File: config.mk
export PLATFORM = sky130hd
export DESIGN_NAME = sef_dev_flat
export DESIGN_NICKNAME = d
export VERILOG_FILES = /design/src/sef_pkg.sv /design/src/sef_link_if.sv /design/src/sef_dev.sv /design/src/flat_wrapper.sv
export SDC_FILE = /design/constraint.sdc
export NUM_CORES = 1
export LEC_CHECK = 0
export ABC_AREA = 1
export BUFFER_PORTS_ARGS = -buffer_cell sky130_fd_sc_hd__buf_2
export CORE_ASPECT_RATIO = 2
export CORE_MARGIN = 10
export CORE_UTILIZATION = 61
export CTS_BUF_LIST = sky130_fd_sc_hd__clkbuf_8 sky130_fd_sc_hd__clkbuf_16
export CTS_CLUSTER_DIAMETER = 150
export DETAILED_ROUTE_END_ITERATION = 10
export GPL_ROUTABILITY_DRIVEN = 0
export PLACE_DENSITY_LB_ADDON = 0.25
export SYNTH_ARGS = -nofsm -noshare
export SYNTH_HDL_FRONTEND = slang
export SYNTH_SLANG_ARGS = --single-unit
File: constraint.sdc
create_clock -name i_mclk -period 4.2 [get_ports i_mclk]
set_clock_uncertainty 0.15 [all_clocks]
set_input_delay 0.84 -clock i_mclk [delete_from_list [all_inputs] [get_ports i_mclk]]
set_output_delay 0.84 -clock i_mclk [all_outputs]
set_load 0.1 [all_outputs]
File: src/sef_pkg.sv
// sef_pkg: register offsets, field positions, reset values and timing for the serial port
// assumes: both ends import this package whole; the link interface does not import it
package sef_pkg;
  // ---------------------------------------------------------------
  // register map of the device end (byte addresses on the cpu port)
  // ---------------------------------------------------------------
  localparam logic [1:0] SEF_OFF_CTRL = 2'h0;  // control_reg
  localparam logic [1:0] SEF_OFF_CSR  = 2'h1;  // control_status_reg
  localparam logic [1:0] SEF_OFF_DATA = 2'h2;  // data_reg
  localparam logic [1:0] SEF_OFF_PWR  = 2'h3;  // power mode control
  // control_reg fields
  localparam int SEF_CR_IRQ_EN = 7;  // irq_enable_bit
  localparam int SEF_CR_PORT   = 6;  // port_enable_bit
  localparam int SEF_CR_CTRL   = 4;  // controller_select_bit
  // control_status_reg fields
  localparam int SEF_SR_DONE   = 7;  // transfer_done_flag
  localparam int SEF_SR_WRITE_COLLISION_FLAG   = 6;  // write_collision_flag
  localparam int SEF_SR_OVR    = 5;  // overrun_flag
  localparam int SEF_SR_MODE_FAULT_FLAG   = 4;  // mode_fault_flag
  localparam int SEF_SR_SSM    = 1;  // software select management
  localparam int SEF_SR_SSI    = 0;  // soft_select_level
  // power register fields
  localparam int SEF_PW_WAIT   = 0;
  localparam int SEF_PW_HALT   = 1;
  localparam logic [7:0] SEF_CR_RST  = 8'h00;
  localparam logic [7:0] SEF_CSR_RST = 8'h00;
  // ---------------------------------------------------------------
  // timing
  // ---------------------------------------------------------------
  localparam int SEF_CLK_NS    = 100;   // i_mclk period
  localparam int SEF_HALF_DIV  = 4;     // clocks per sclk half period of the host
  localparam int SEF_BITS      = 8;
endpackage

File: src/sef_link_if.sv
// sef_link_if: the four wire serial link between the two ends
// assumes: one device end and one host end; the host treats miso as released while miso_oe is low
`timescale 1ns/100ps
interface sef_link_if;
  logic sclk;   // serial clock, made by the host
  logic mosi;   // host to device data
  logic miso;   // device to host data
  logic miso_oe;  // device drives miso while selected and enabled
  logic sel_n;  // slave select, active low, from host
  modport dev  (input sclk, input mosi, input sel_n, output miso, output miso_oe);
  modport host (output sclk, output mosi, output sel_n, input miso, input miso_oe);
endinterface

File: src/sef_dev.sv
// sef_dev: device end of the serial port: flags, fault handling, wakeup
// assumes: cpu port strobes are one cycle, read data stands the cycle after a read;
//          link pins are asynchronous and are synchronised here
`timescale 1ns/100ps
module sef_dev
  import sef_pkg::*;
(
  input  wire logic       i_mclk,
  input  wire logic       i_rst_b,
  input  wire logic [1:0] i_addr,
  input  wire logic [7:0] i_wdata,
  input  wire logic       i_wr,
  input  wire logic       i_rd,
  output logic      [7:0] o_rdata,
  input  wire logic       i_cpu_irq_mask,   // processor interrupt mask, high blocks
  output logic            o_irq,
  output logic            o_wake_wait,
  output logic            o_wake_halt,
  sef_link_if.dev         link
);
  // ---------------------------------------------------------------
  // synchronisers for the link pins
  // ---------------------------------------------------------------
  logic [2:0] sync1_r, sync2_r;
  logic       sclk_d_r;
  always_ff @(posedge i_mclk or negedge i_rst_b) begin
    if (!i_rst_b) begin
      // idle levels: clock low, data low, select high, so no false edge after reset
      sync1_r  <= 3'h1;
      sync2_r  <= 3'h1;
      sclk_d_r <= 1'b0;
    end else begin
      sync1_r  <= {link.sclk, link.mosi, link.sel_n};
      sync2_r  <= sync1_r;
      sclk_d_r <= sync2_r[2];
    end
  end
  wire s_sclk  = sync2_r[2];
  wire s_mosi  = sync2_r[1];
  wire pin_sel_n = sync2_r[0];

  // ---------------------------------------------------------------
  // registers
  // ---------------------------------------------------------------
  logic [7:0] ctrl_r, csr_r, shift_r, rxbuf_r, rdata_r;
  logic [3:0] bitcnt_r;
  logic       csr_seen_r;     // status access while done was set, or status read while fault or collision was set
  logic       wait_r, halt_r;
  logic       rx_lock_r;      // buffer holds unread byte after overrun

  wire irq_en  = ctrl_r[SEF_CR_IRQ_EN];
  wire port_en = ctrl_r[SEF_CR_PORT];
  wire is_ctrl = ctrl_r[SEF_CR_CTRL];
  wire f_done  = csr_r[SEF_SR_DONE];
  wire f_write_collision_flag  = csr_r[SEF_SR_WRITE_COLLISION_FLAG];
  wire f_ovr   = csr_r[SEF_SR_OVR];
  wire f_mode_fault_flag  = csr_r[SEF_SR_MODE_FAULT_FLAG];
  wire sel_n   = csr_r[SEF_SR_SSM] ? csr_r[SEF_SR_SSI] : pin_sel_n;

  // decode of cpu accesses; halt blocks nothing on the cpu port since cpu is stopped
  wire wr_ctrl = i_wr && (i_addr == SEF_OFF_CTRL);
  wire wr_csr  = i_wr && (i_addr == SEF_OFF_CSR);
  wire wr_data = i_wr && (i_addr == SEF_OFF_DATA);
  wire wr_pwr  = i_wr && (i_addr == SEF_OFF_PWR);
  wire rd_csr  = i_rd && (i_addr == SEF_OFF_CSR);
  wire rd_data = i_rd && (i_addr == SEF_OFF_DATA);
  wire acc_csr = rd_csr || wr_csr;

  // ---------------------------------------------------------------
  // link engine (slave shift only; a master side shift is outside this block)
  // ---------------------------------------------------------------
  wire active   = port_en && !is_ctrl && !sel_n && !halt_r;
  wire rise     = s_sclk && !sclk_d_r;
  wire fall     = !s_sclk && sclk_d_r;
  wire busy     = active && (bitcnt_r != 4'h0);
  // a data write loads only when it is not flagged as a collision; after a status
  // read a write is legal again even though done is still set
  wire wr_load  = wr_data && !busy && !f_mode_fault_flag && !(f_done && !csr_seen_r);
  // halt wakeup: slave selected at halt entry keeps sampling so done can wake it
  wire halt_rx  = halt_r && port_en && !is_ctrl && !sel_n;
  wire rx_on    = active || halt_rx;
  wire byte_done = rx_on && rise && (bitcnt_r == 4'(SEF_BITS - 1));
  wire [7:0] rx_byte = {shift_r[6:0], s_mosi};
  wire mode_fault_flag_evt = port_en && is_ctrl && !sel_n;

  always_ff @(posedge i_mclk or negedge i_rst_b) begin
    if (!i_rst_b) begin
      shift_r  <= 8'h00;
      bitcnt_r <= 4'h0;
    end else if (!rx_on) begin
      bitcnt_r <= 4'h0;
      if (wr_load) shift_r <= i_wdata;  // load only when idle
    end else if (rise) begin
      shift_r  <= rx_byte;
      bitcnt_r <= (bitcnt_r == 4'(SEF_BITS - 1)) ? 4'h0 : bitcnt_r + 4'h1;
    end else if (wr_load) begin
      shift_r  <= i_wdata;
    end
  end

  // ---------------------------------------------------------------
  // clearing sequences: a qualifying status access arms the next step
  // ---------------------------------------------------------------
  always_ff @(posedge i_mclk or negedge i_rst_b) begin
    if (!i_rst_b) csr_seen_r <= 1'b0;
    // fault and collision need a status read; done accepts any status access
    else if ((rd_csr && (f_mode_fault_flag || f_write_collision_flag)) || (acc_csr && f_done)) csr_seen_r <= 1'b1;
    else if (rd_data || wr_ctrl) csr_seen_r <= 1'b0;
  end

  // flag next values; every set beats a same-cycle clear
  wire done_nxt = byte_done ? 1'b1 :
                  ((csr_seen_r || acc_csr) && (rd_data || wr_data) ? 1'b0 : f_done);
  wire ovr_nxt  = (byte_done && f_done) ? 1'b1 : (rd_csr ? 1'b0 : f_ovr);
  wire mode_fault_flag_nxt = mode_fault_flag_evt ? 1'b1 : ((csr_seen_r && wr_ctrl) ? 1'b0 : f_mode_fault_flag);
  wire write_collision_flag_set = wr_data && (busy || (f_done && !csr_seen_r));
  wire write_collision_flag_nxt = write_collision_flag_set ? 1'b1 : ((csr_seen_r && rd_data) ? 1'b0 : f_write_collision_flag);

  // control write: fault blocks enable/master unless this write ends the fault
  wire mode_fault_flag_hold = f_mode_fault_flag && !csr_seen_r;
  wire [7:0] ctrl_w = mode_fault_flag_hold ?
                      (i_wdata & ~(8'h01 << SEF_CR_PORT) & ~(8'h01 << SEF_CR_CTRL)) :
                      i_wdata;
  wire [7:0] ctrl_nxt = mode_fault_flag_evt ?
                        (ctrl_r & ~(8'h01 << SEF_CR_PORT) & ~(8'h01 << SEF_CR_CTRL)) :
                        (wr_ctrl ? ctrl_w : ctrl_r);

  // ---------------------------------------------------------------
  // control, status and receive buffer; halt gates none of these updates
  // ---------------------------------------------------------------
  always_ff @(posedge i_mclk or negedge i_rst_b) begin
    if (!i_rst_b) begin
      ctrl_r    <= SEF_CR_RST;
      csr_r     <= SEF_CSR_RST;
      rxbuf_r   <= 8'h00;
      rx_lock_r <= 1'b0;
    end else begin
      ctrl_r <= ctrl_nxt;
      csr_r[SEF_SR_DONE] <= done_nxt;
      csr_r[SEF_SR_OVR]  <= ovr_nxt;
      csr_r[SEF_SR_MODE_FAULT_FLAG] <= mode_fault_flag_nxt;
      csr_r[SEF_SR_WRITE_COLLISION_FLAG] <= write_collision_flag_nxt;
      csr_r[3:2] <= 2'h0;
      if (wr_csr) csr_r[1:0] <= i_wdata[1:0];
      // first byte after done was cleared stays until read; later ones dropped
      if (byte_done && !f_done && !rx_lock_r) rxbuf_r <= rx_byte;
      if (byte_done && f_done) rx_lock_r <= 1'b1;
      else if (rd_data) rx_lock_r <= 1'b0;
    end
  end

  // ---------------------------------------------------------------
  // power modes and cpu read port
  // ---------------------------------------------------------------
  always_ff @(posedge i_mclk or negedge i_rst_b) begin
    if (!i_rst_b) begin
      wait_r <= 1'b0;
      halt_r <= 1'b0;
    end else if (wr_pwr) begin
      wait_r <= i_wdata[SEF_PW_WAIT];
      halt_r <= i_wdata[SEF_PW_HALT];
    end else begin
      if (o_wake_wait) wait_r <= 1'b0;
      if (o_wake_halt) halt_r <= 1'b0;
    end
  end

  // buffer is a plain register on i_mclk, so reads never collide
  wire [7:0] rd_mux = (i_addr == SEF_OFF_CTRL) ? ctrl_r :
                      (i_addr == SEF_OFF_CSR)  ? csr_r  :
                      (i_addr == SEF_OFF_DATA) ? rxbuf_r :
                      {6'h00, halt_r, wait_r};
  always_ff @(posedge i_mclk or negedge i_rst_b) begin
    if (!i_rst_b) rdata_r <= 8'h00;
    else if (i_rd) rdata_r <= rd_mux;
    else rdata_r <= 8'h00;
  end
  assign o_rdata = rdata_r;

  // one shared request; collision is not a source
  wire irq_src = irq_en && (f_done || f_mode_fault_flag || f_ovr);
  assign o_irq       = irq_src && !i_cpu_irq_mask;
  assign o_wake_wait = wait_r && o_irq;
  assign o_wake_halt = halt_r && irq_en && f_done && !i_cpu_irq_mask;

  // miso: msb of shift, driven only while selected slave and enabled
  logic miso_r;
  always_ff @(posedge i_mclk or negedge i_rst_b) begin
    if (!i_rst_b) miso_r <= 1'b0;
    else if (!rx_on || fall) miso_r <= shift_r[7];
  end
  assign link.miso    = miso_r;
  assign link.miso_oe = rx_on;
endmodule

File: src/flat_wrapper.sv
// flat-port wrapper written by rule: the top's interface ports become plain ports
module sef_dev_flat import sef_pkg::*;
  (i_mclk, i_rst_b, i_addr, i_wdata, i_wr, i_rd, o_rdata, i_cpu_irq_mask, o_irq, o_wake_wait, o_wake_halt, link_sclk, link_mosi, link_sel_n, link_miso, link_miso_oe);
  sef_link_if link_i ();
  input  wire logic i_mclk;
  input  wire logic i_rst_b;
  input  wire logic [1:0] i_addr;
  input  wire logic [7:0] i_wdata;
  input  wire logic i_wr;
  input  wire logic i_rd;
  output logic      [7:0] o_rdata;
  input  wire logic i_cpu_irq_mask;
  output logic o_irq;
  output logic o_wake_wait;
  output logic o_wake_halt;
  input wire logic [$bits(link_i.sclk)-1:0] link_sclk;
  input wire logic [$bits(link_i.mosi)-1:0] link_mosi;
  input wire logic [$bits(link_i.sel_n)-1:0] link_sel_n;
  output wire logic [$bits(link_i.miso)-1:0] link_miso;
  output wire logic [$bits(link_i.miso_oe)-1:0] link_miso_oe;
  assign link_i.sclk = link_sclk;
  assign link_i.mosi = link_mosi;
  assign link_i.sel_n = link_sel_n;
  assign link_miso = link_i.miso;
  assign link_miso_oe = link_i.miso_oe;
  sef_dev u_core (.i_mclk(i_mclk), .i_rst_b(i_rst_b), .i_addr(i_addr), .i_wdata(i_wdata), .i_wr(i_wr), .i_rd(i_rd), .o_rdata(o_rdata), .i_cpu_irq_mask(i_cpu_irq_mask), .o_irq(o_irq), .o_wake_wait(o_wake_wait), .o_wake_halt(o_wake_halt), .link(link_i));
endmodule
==> results.py, run 1 <==
metrics = {
    "power": {
        "finalPower_w": 0.00136,
        "p_int_w": 0.000831,
        "p_per_area_nw_per_um2": 491,
        "clockPowerShare": 0.215,
        "sw_frac_of_total": 0.391,
        "p_seq_frac": 0.490,
        "p_sw_w": 0.000533,
        "pwr-share-comb": 0.295,
        "max-vdd-ir-drop_uv": 648,
        "leakage_nw": 1.45,
    },
    "clocking": {
        "cts_buffers": 5,
        "post_cts_resized": 0,
        "clk_pin_slew_worst_paths_ns": 0.09,
        "clock-sinks": 54,
        "holdBufCountCts": 0,
        "cts_tree": "yes",
        "clkLatencyLatePin_ns": 0.31,
        "htreeDepth": 2,
        "root_buffer": "clkbuf_8",
        "clockBufferDepth": 2,
        "cts_setup_buffers": 0,
    },
    "logic_synthesis": {
        "synth-seq-area-share": 0.543,
        "synth_ff_type": "dfrtp_1",
        "synth_top_family_by_area": "simple AND/OR/NAND/NOR gates",
        "synth_edf_count": 0,
        "synthTopCellsByArea": "dfrtp_1 52%, nand2_1 10%, inv_1 5.1%",
        "synth_fa_ha_area_frac": 0.0100,
        "synthTopCellsByCount": "67 x nand2_1, 52 x dfrtp_1, 34 x inv_1",
        "async_flop_share": 1.00,
        "synth_area_leader_cell": "dfrtp_1",
        "yosysMostFrequentCell": "nand2_1",
        "avgSynthCellArea_um2": 9.03,
        "ys_types": 31,
        "synthesis.area_um2": 2490,
        "synth.ff_latch_count": 54,
        "synth_mux_area_frac": 0,
        "synth-compound-area-share": 0.129,
        "yosys.area_share.simple": 0.241,
        "yosys_warnings": 0,
        "syn_inst": 276,
        "synth-xor-area-share": 0.00351,
        "synth_fp_nets": 296,
        "synth_top_area_share": 0.522,
    },
    "timing": {
        "post-route-period-util": 0.663,
        "fin_setup_tns_ns": 0,
        "setup_viol": 0,
        "slew_viol_final": 0,
        "min_period_ns": 2.79,
        "fin_hold_ws_ns": 0.208,
        "worstMarginPinSlew_ns": 0.491,
        "finalHoldViolCount": 0,
        "fmax_mhz": 359,
        "rsz0062_at_grt": "false",
        "slew_headroom": 0.675,
    },
    "worst_setup_path": {
        "crit_arrival_ns": 1.80,
        "start_kind": "input pin",
        "critPathMaxFanout": 3,
        "critical_path_class": "input pin to output port",
        "cp.required_ns": 3.21,
        "end_kind": "output port",
    },
    "global_routing": {
        "grt_usage": 0.156,
        "antenna_found_initial": 0,
        "grt_pass1_vias": 1968,
        "grt_first_pass_wirelength_um": 8830,
        "gr-total-overflow": 0,
        "grt_max_degree": 36,
    },
    "routing": {
        "dr.pass1.iters": 5,
        "vias": 1969,
        "drc": 0,
        "detail_route.iter0.violations": 109,
        "wl_per_cell_um": 14.8,
        "wirelength_um": 5330,
        "antenna_left": 0,
        "via_per_inst": 5.45,
    },
    "floorplan": {
        "ios": 31,
        "dieArea_um2": 7200,
        "fp.dieW_um": 65.2,
        "die_h_um": 110,
        "rows": 32,
        "coreArea_um2": 3920,
        "start_util": 0.635,
    },
    "final_layout": {
        "syn_to_final_growth_pct": 11.4,
        "num-nets-final": 329,
        "diodes": 0,
        "stdcell_count": 361,
        "drive_above_1_share": 0.232,
    },
    "placement": {
        "dp_hpwl_um": 4250,
        "dp_cells": 353,
        "io_buffers": 30,
    },
    "min_path": {
        "min_path_type": "flip-flop to flip-flop",
    },
    "job": {
        "cap_violations": 0,
    },
    "outcome": {
        "status": "finished, final reports clean",
    },
}
power by group through the flow:
| stage | Clock (W) | Combinational [W] | Sequential (W) |
|---|---|---|---|
| after detailed placement | 0 | 0.000404 | 0.000678 |
| after CTS | 0.000303 | 0.000405 | 0.000669 |
| after global routing | 0.000316 | 0.000444 | 0.000682 |
| after floorplan | 0 | 0.000243 | 0.000745 |
| after global placement | 0 | 0.000399 | 0.000676 |
| final | 0.000293 | 0.000402 | 0.000669 |
layout by cell type, fill, tap and decap left out, types with 2 or more instances in the layout:
master	instances
o21ai_0	13
a32o_1	2
o211ai_1	4
nor3_1	2
nor2_1	8
buf_2	30
nand2_2	6
nor2_8	2
inv_1	34
nor2_2	3
nand2_4	2
nor2_4	2
dfrtp_1	52
clkinvlp_4	2
a21oi_1	10
dfstp_2	2
nand2_1	67
clkbuf_8	5
o21ai_1	11
o21ai_2	7
inv_2	7
nand4_1	9
nand3_1	19
ha_1	2
worst max-delay path, cell delays in order:
cell and delay [ns]:
buf_2 0.10, inv_1 0.04, nand2_1 0.06, a31o_2 0.24
nor2_1 0.08, buf_2 0.43
layout make-up:
cell class	instances	area, um2
sequential	54	1350
tap	51	63.8
clock inverter	3	23.8
multi-input combinational	176	956
fill	364	1150
clock buffer	5	68.8
timing repair buffer	31	158
inverter	41	154
routing by layer:
metal | part of all wire | GRT usage
met5 | 0 | 0
met4 | 0.044 | 0.0954
met3 | 0.055 | 0.0435
met2 | 0.55 | 0.298
met1 | 0.35 | 0.138
final timing paths:
check	cells past startpoint	endpoint	startpoint	slack [ns]
setup / recovery	6	o_wake_wait	i_cpu_irq_mask	1.41
hold / removal	0	u_core.sync2_r[1]	u_core.sync1_r[1]	0.21
setup reg to reg	8	u_core.rxbuf_r[6]	u_core.ctrl_r[4]	2.42
hold reg to reg	0	u_core.sync2_r[1]	u_core.sync1_r[1]	0.21
max in group asynchronous	2	u_core.csr_r[7]	i_rst_b	2.79
min in group asynchronous	1	u_core.o_rdata[3]	i_rst_b	0.30
per-stage QoR:
stage	setup WS (ns)	instance area [um2]	util
final	1.41	2780	0.708
after global routing	1.37	2780	0.708
after CTS	1.42	2780	0.708
after detailed placement	1.42	2690	0.684
after global placement	1.46	2690	0.684
after floorplan	0.206	2490	-
logic make-up (layout without fill, tap and decap cells):
group,Yosys count,count (layout)
and+or+nand+nor,121,121
DFF,54,54
AOI/OAI and AO/OA,52,52
buffers and inverters,46,80
adders and majority gates,2,2
xor gates and xnor gates,1,1
flip-flops by register name, indices dropped and copies added, names as in the netlist:
name / count
u_core.shift_r: 8
u_core.halt_r: 1
u_core.sync1_r: 3
u_core.rx_lock_r: 1
u_core.csr_r: 6
u_core.ctrl_r: 8
u_core.csr_seen_r: 1
u_core.link.miso: 1
u_core.o_rdata: 8
u_core.sync2_r: 3
u_core.sclk_d_r: 1
u_core.wait_r: 1
u_core.rxbuf_r: 8
u_core.bitcnt_r: 4
Power figures use the tool's default switching activity.
==> run 2, diff against run 1 <==
--- a/config.mk
+++ b/config.mk
@@ -9,7 +9,7 @@
 export BUFFER_PORTS_ARGS = -buffer_cell sky130_fd_sc_hd__buf_2
 export CORE_ASPECT_RATIO = 2
 export CORE_MARGIN = 10
-export CORE_UTILIZATION = 61
+export CORE_UTILIZATION = 51
 export CTS_BUF_LIST = sky130_fd_sc_hd__clkbuf_8 sky130_fd_sc_hd__clkbuf_16
 export CTS_CLUSTER_DIAMETER = 150
 export DETAILED_ROUTE_END_ITERATION = 10
==> constraint.sdc (replaced) <==
create_clock -name i_mclk -period 2.5 [get_ports i_mclk]
set_clock_uncertainty 0.15 [all_clocks]
set_input_delay 0.5 -clock i_mclk [delete_from_list [all_inputs] [get_ports i_mclk]]
set_output_delay 0.5 -clock i_mclk [all_outputs]
set_load 0.1 [all_outputs]
==> results.py, run 2 (synthesized netlist as in run 1, its figures left out) <==
metrics = {
    "outcome": {
        "status": "complete, but fails checks",
        "violations": "hold timing",
    },
    "timing": {
        "post-route-period-util": 0.933,
        "setup_viol": 0,
        "fin_setup_tns_ns": 0,
        "min_period_ns": 2.33,
        "slew_viol_final": 0,
        "slew_headroom": 0.646,
        "fin_hold_ws_ns": -0.00422,
        "finalHoldViolCount": 6,
        "fmax_mhz": 429,
        "fin_ws_ns": 0.168,
        "worstMarginPinSlew_ns": 0.531,
        "rsz0062_at_grt": "false",
    },
    "final_layout": {
        "fin_area_um2": 2810,
        "num-nets-final": 329,
        "drive_above_1_share": 0.239,
        "stdcell_count": 367,
        "diodes": 0,
        "final_cell_mix": "67 x nand2_1, 52 x dfrtp_1, 34 x inv_1",
        "syn_to_final_growth_pct": 12.7,
        "final_common_cell": "nand2_1",
    },
    "global_routing": {
        "gr-total-overflow": 0,
        "antenna_found_initial": 0,
        "use_met2": 0.256,
        "top_usage_layer": "met2",
        "grt_first_pass_wirelength_um": 9600,
        "grt_pass1_vias": 2010,
        "grt_use_met3": 0.0366,
        "grt_max_degree": 34,
        "grt_usage": 0.141,
        "use_met1": 0.141,
    },
    "routing": {
        "via_per_inst": 5.28,
        "antenna_left": 0,
        "vias": 1937,
        "detail_route.iter0.violations": 173,
        "wl_per_cell_um": 15.3,
        "drc": 0,
        "dr.pass1.iters": 4,
        "wirelength_um": 5630,
    },
    "placement": {
        "dp_hpwl_um": 4440,
        "place_ws_ns": 0.399,
        "placed_cell_area_um2": 2710,
        "io_buffers": 30,
        "dp_cells": 359,
    },
    "worst_setup_path": {
        "crit_arrival_ns": 1.68,
        "rrSetupSlack_ns": 0.71,
        "start_kind": "flip-flop",
        "critical_path_class": "flip-flop to output port",
        "rr_worst_depth": 8,
        "cp.required_ns": 1.85,
        "critPathMaxFanout": 4,
        "end_kind": "output port",
    },
    "job": {
        "cap_violations": 0,
    },
    "floorplan": {
        "ios": 31,
        "die_h_um": 119,
        "rows": 36,
        "fp.dieW_um": 69.4,
        "start_util": 0.517,
        "dieArea_um2": 8250,
        "coreArea_um2": 4820,
    },
    "power": {
        "p_per_area_nw_per_um2": 829,
        "finalPower_w": 0.00233,
        "max-vdd-ir-drop_uv": 680,
        "leakage_nw": 1.46,
    },
    "clocking": {
        "clk_pin_slew_worst_paths_ns": 0.10,
        "clock-sinks": 54,
        "clkLatencyLatePin_ns": 0.32,
        "holdBufCountCts": 0,
        "cts_setup_buffers": 0,
        "htreeDepth": 2,
        "root_buffer": "clkbuf_8",
        "cts_buffers": 5,
        "cts_tree": "yes",
        "clockBufferDepth": 2,
        "post_cts_resized": 0,
    },
    "min_path": {
        "min_path_type": "input pin to asynchronous set/reset pin",
    },
}
[run 2: cell type report]
class,instances,area [um2]
flip-flops and latches,54,1350
clock inverters,2,12.5
clock buffers,6,82.6
repair buffers,31,170
fillers,453,2010
well taps,57,71.3
inverters,41,154
multi-input cells,176,963
[run 2: where the power goes]
part           internal, W  total [W]  switching, W
clock             0.000223   0.000518      0.000295
sequential         0.00103    0.00113      0.000100
combinational     0.000170   0.000684      0.000513
total              0.00142    0.00233      0.000908
[run 2: worst max-delay path, cell delays in order (launching register included)]
cell     delay (ns)
dfrtp_1        0.50
inv_1          0.13
a31o_2         0.24
nor2_2         0.07
buf_2          0.42
[run 2: layer usage]
metal  vias up  wire length (um)
met5         -                 0
li1        960                 -
met2        52              3100
met3        11               271
met4         0               146
met1       914              2110
[run 2: through the flow]
step           hold slack (ns)   util
3_3_place_gp             0.185  0.563
3_5_place_dp             0.190  0.563
2_1_floorplan           0.0544      -
5_1_grt                 0.0137  0.583
6_report              -0.00422  0.583
4_1_cts                0.00119  0.583
[run 2: worst paths after layout]
| kind | start | end |
|---|---|---|
| min in group i_mclk | link_sel_n | u_core.sync1_r[0] |
| max in group asynchronous | i_rst_b | u_core.sync2_r[0] |
| setup reg to reg | u_core.ctrl_r[4] | u_core.rxbuf_r[4] |
| hold / removal | i_rst_b | u_core.rxbuf_r[3] |
| setup / recovery | u_core.csr_r[4] | o_wake_wait |
| hold reg to reg | u_core.sync1_r[1] | u_core.sync2_r[1] |
==> run 3, diff against run 2 <==
==> constraint.sdc (replaced) <==
create_clock -name i_mclk -period 2.1 [get_ports i_mclk]
set_clock_uncertainty 0.15 [all_clocks]
set_input_delay 0.42 -clock i_mclk [delete_from_list [all_inputs] [get_ports i_mclk]]
set_output_delay 0.42 -clock i_mclk [all_outputs]
set_load 0.1 [all_outputs]
==> results.py, run 3 (synthesized netlist as in run 1, its figures left out) <==
metrics = {
    "outcome": {
        "status": "finished, final reports clean",
    },
    "floorplan": {
        "dieArea_um2": 8250,
        "fp.dieW_um": 69.4,
        "die_h_um": 119,
        "ios": 31,
        "rows": 36,
        "coreArea_um2": 4820,
        "start_util": 0.517,
    },
    "routing": {
        "wirelength_um": 5540,
        "wl_per_cell_um": 15.0,
        "vias": 1938,
        "dr.pass1.iters": 4,
        "detail_route.iter0.violations": 123,
        "antenna_left": 0,
        "via_per_inst": 5.24,
        "drc": 0,
    },
    "timing": {
        "min_period_ns": 2.01,
        "slew_headroom": 0.680,
        "post-route-period-util": 0.955,
        "worstMarginPinSlew_ns": 0.480,
        "setup_viol": 0,
        "slew_viol_final": 0,
        "finalHoldViolCount": 0,
        "rsz0062_at_grt": "false",
        "fmax_mhz": 499,
        "fin_ws_ns": 0.0949,
        "fin_setup_tns_ns": 0,
    },
    "min_path": {
        "whs_path_depth": 1,
        "holdPathEnd": "u_core.sync1_r[0]",
        "hp-start": "link_sel_n",
        "min_path_type": "input pin to flip-flop",
    },
    "worst_setup_path": {
        "critical_path_class": "flip-flop to output port",
        "critical_path.cell_chain": "inv_1 -> a31o_2 -> nor2_4 -> buf_12",
        "r2r-start": "u_core.ctrl_r[4]",
        "critical_path.top_delay_family": "flip-flops",
        "start_kind": "flip-flop",
        "crit_arrival_ns": 1.44,
        "crit_buf_inv": 2,
        "critPathMaxStageDelay_ns": 0.43,
        "cpMaxStageDelayCell": "dfrtp_1",
        "rr_endpoint": "u_core.rxbuf_r[2]",
        "crit_cells": 4,
        "end_kind": "output port",
        "rrSetupSlack_ns": 0.31,
        "cp.required_ns": 1.53,
        "rr_worst_depth": 8,
        "critPathMaxFanout": 6,
    },
    "final_layout": {
        "fillers": 429,
        "diodes": 0,
        "drive_above_1_share": 0.240,
        "final_common_cell": "nand2_1",
        "fin_area_um2": 2890,
        "seq_area_um2": 1360,
        "num-nets-final": 332,
        "syn_to_final_growth_pct": 16.1,
        "multiInputGateArea_um2": 975,
        "final_cell_mix": "67 x nand2_1, 51 x dfrtp_1, 36 x inv_1",
    },
    "global_routing": {
        "top_usage_layer": "met2",
        "use_met2": 0.256,
        "grt_max_degree": 22,
        "use_met1": 0.134,
        "antenna_found_initial": 0,
        "grt_usage": 0.140,
        "grt_first_pass_wirelength_um": 9520,
        "grt_pass1_vias": 2031,
        "grt_use_met3": 0.0391,
        "gr-total-overflow": 0,
    },
    "clocking": {
        "cts_buffers": 5,
        "clockBufferDepth": 2,
        "root_buffer": "clkbuf_8",
        "htreeDepth": 2,
        "clock-sinks": 54,
        "cts_tree": "yes",
        "cts_setup_buffers": 0,
        "clk_pin_slew_worst_paths_ns": 0.10,
        "clkLatencyLatePin_ns": 0.32,
    },
    "power": {
        "p_per_area_nw_per_um2": 959,
        "max-vdd-ir-drop_uv": 677,
        "leakage_nw": 1.49,
        "finalPower_w": 0.00278,
    },
    "placement": {
        "placed_cell_area_um2": 2800,
        "dp_hpwl_um": 4490,
        "io_buffers": 30,
        "place_ws_ns": 0.320,
    },
    "job": {
        "cap_violations": 0,
    },
}
## run 3: metal layers
layer  wire [um]  vias to the layer above  part of all wire
met5           0                        -                 0
met4         185                        0             0.033
met3         256                       14             0.046
met2        3090                       46              0.56
met1        2020                      910              0.36
li1            -                      968                 -
## run 3: worst max path at each step
stage,end,start,slack (ns)
detailed placement,u_core.rxbuf_r[1],u_core.ctrl_r[4],0.32
finish,o_wake_wait,u_core.csr_r[7],0.09
global route,o_wake_wait,u_core.csr_r[7],0.02
floorplan,o_irq,i_cpu_irq_mask,0.15
CTS,o_wake_wait,u_core.csr_r[7],0.09
global placement,o_wake_wait,u_core.csr_r[4],0.34
## run 3: timing repair
action / in CTS / in global routing
hold endpoints to repair: 18 / 0
setup endpoints to repair: 2 / 0
hold buffers: 1 / 0
resized for setup: 1 / 0
## run 3: cell type report
class,instances,area share
tap,57,0.0246
timing repair buffer,34,0.0882
sequential,54,0.468
multi-input combinational,176,0.337
clock inverter,3,0.00519
inverter,41,0.0532
clock buffer,5,0.0238
## run 3: metrics by stage
step           cells  hold slack (ns)   util
2_1_floorplan    276          -0.0256      -
3_3_place_gp     361            0.186  0.581
3_5_place_dp     361            0.190  0.581
4_1_cts          370           0.0338  0.600
5_1_grt          370           0.0228  0.600
6_report         370           0.0390  0.600
## run 3: worst register-to-register path: cells and delay by family (launching register included)
kind,cells,cell delay [ns]
compound gates,1,0.05
buf+inv,1,0.14
flops,1,0.41
simple gates,6,0.91
## run 3: report_power, final
group	internal, W	switching, W	leakage [nW]	total, W
sequential	0.00122	0.000122	0.680	0.00135
combinational	0.000236	0.000629	0.765	0.000864
clock	0.000227	0.000338	0.0467	0.000565
total	0.00169	0.00109	1.49	0.00278
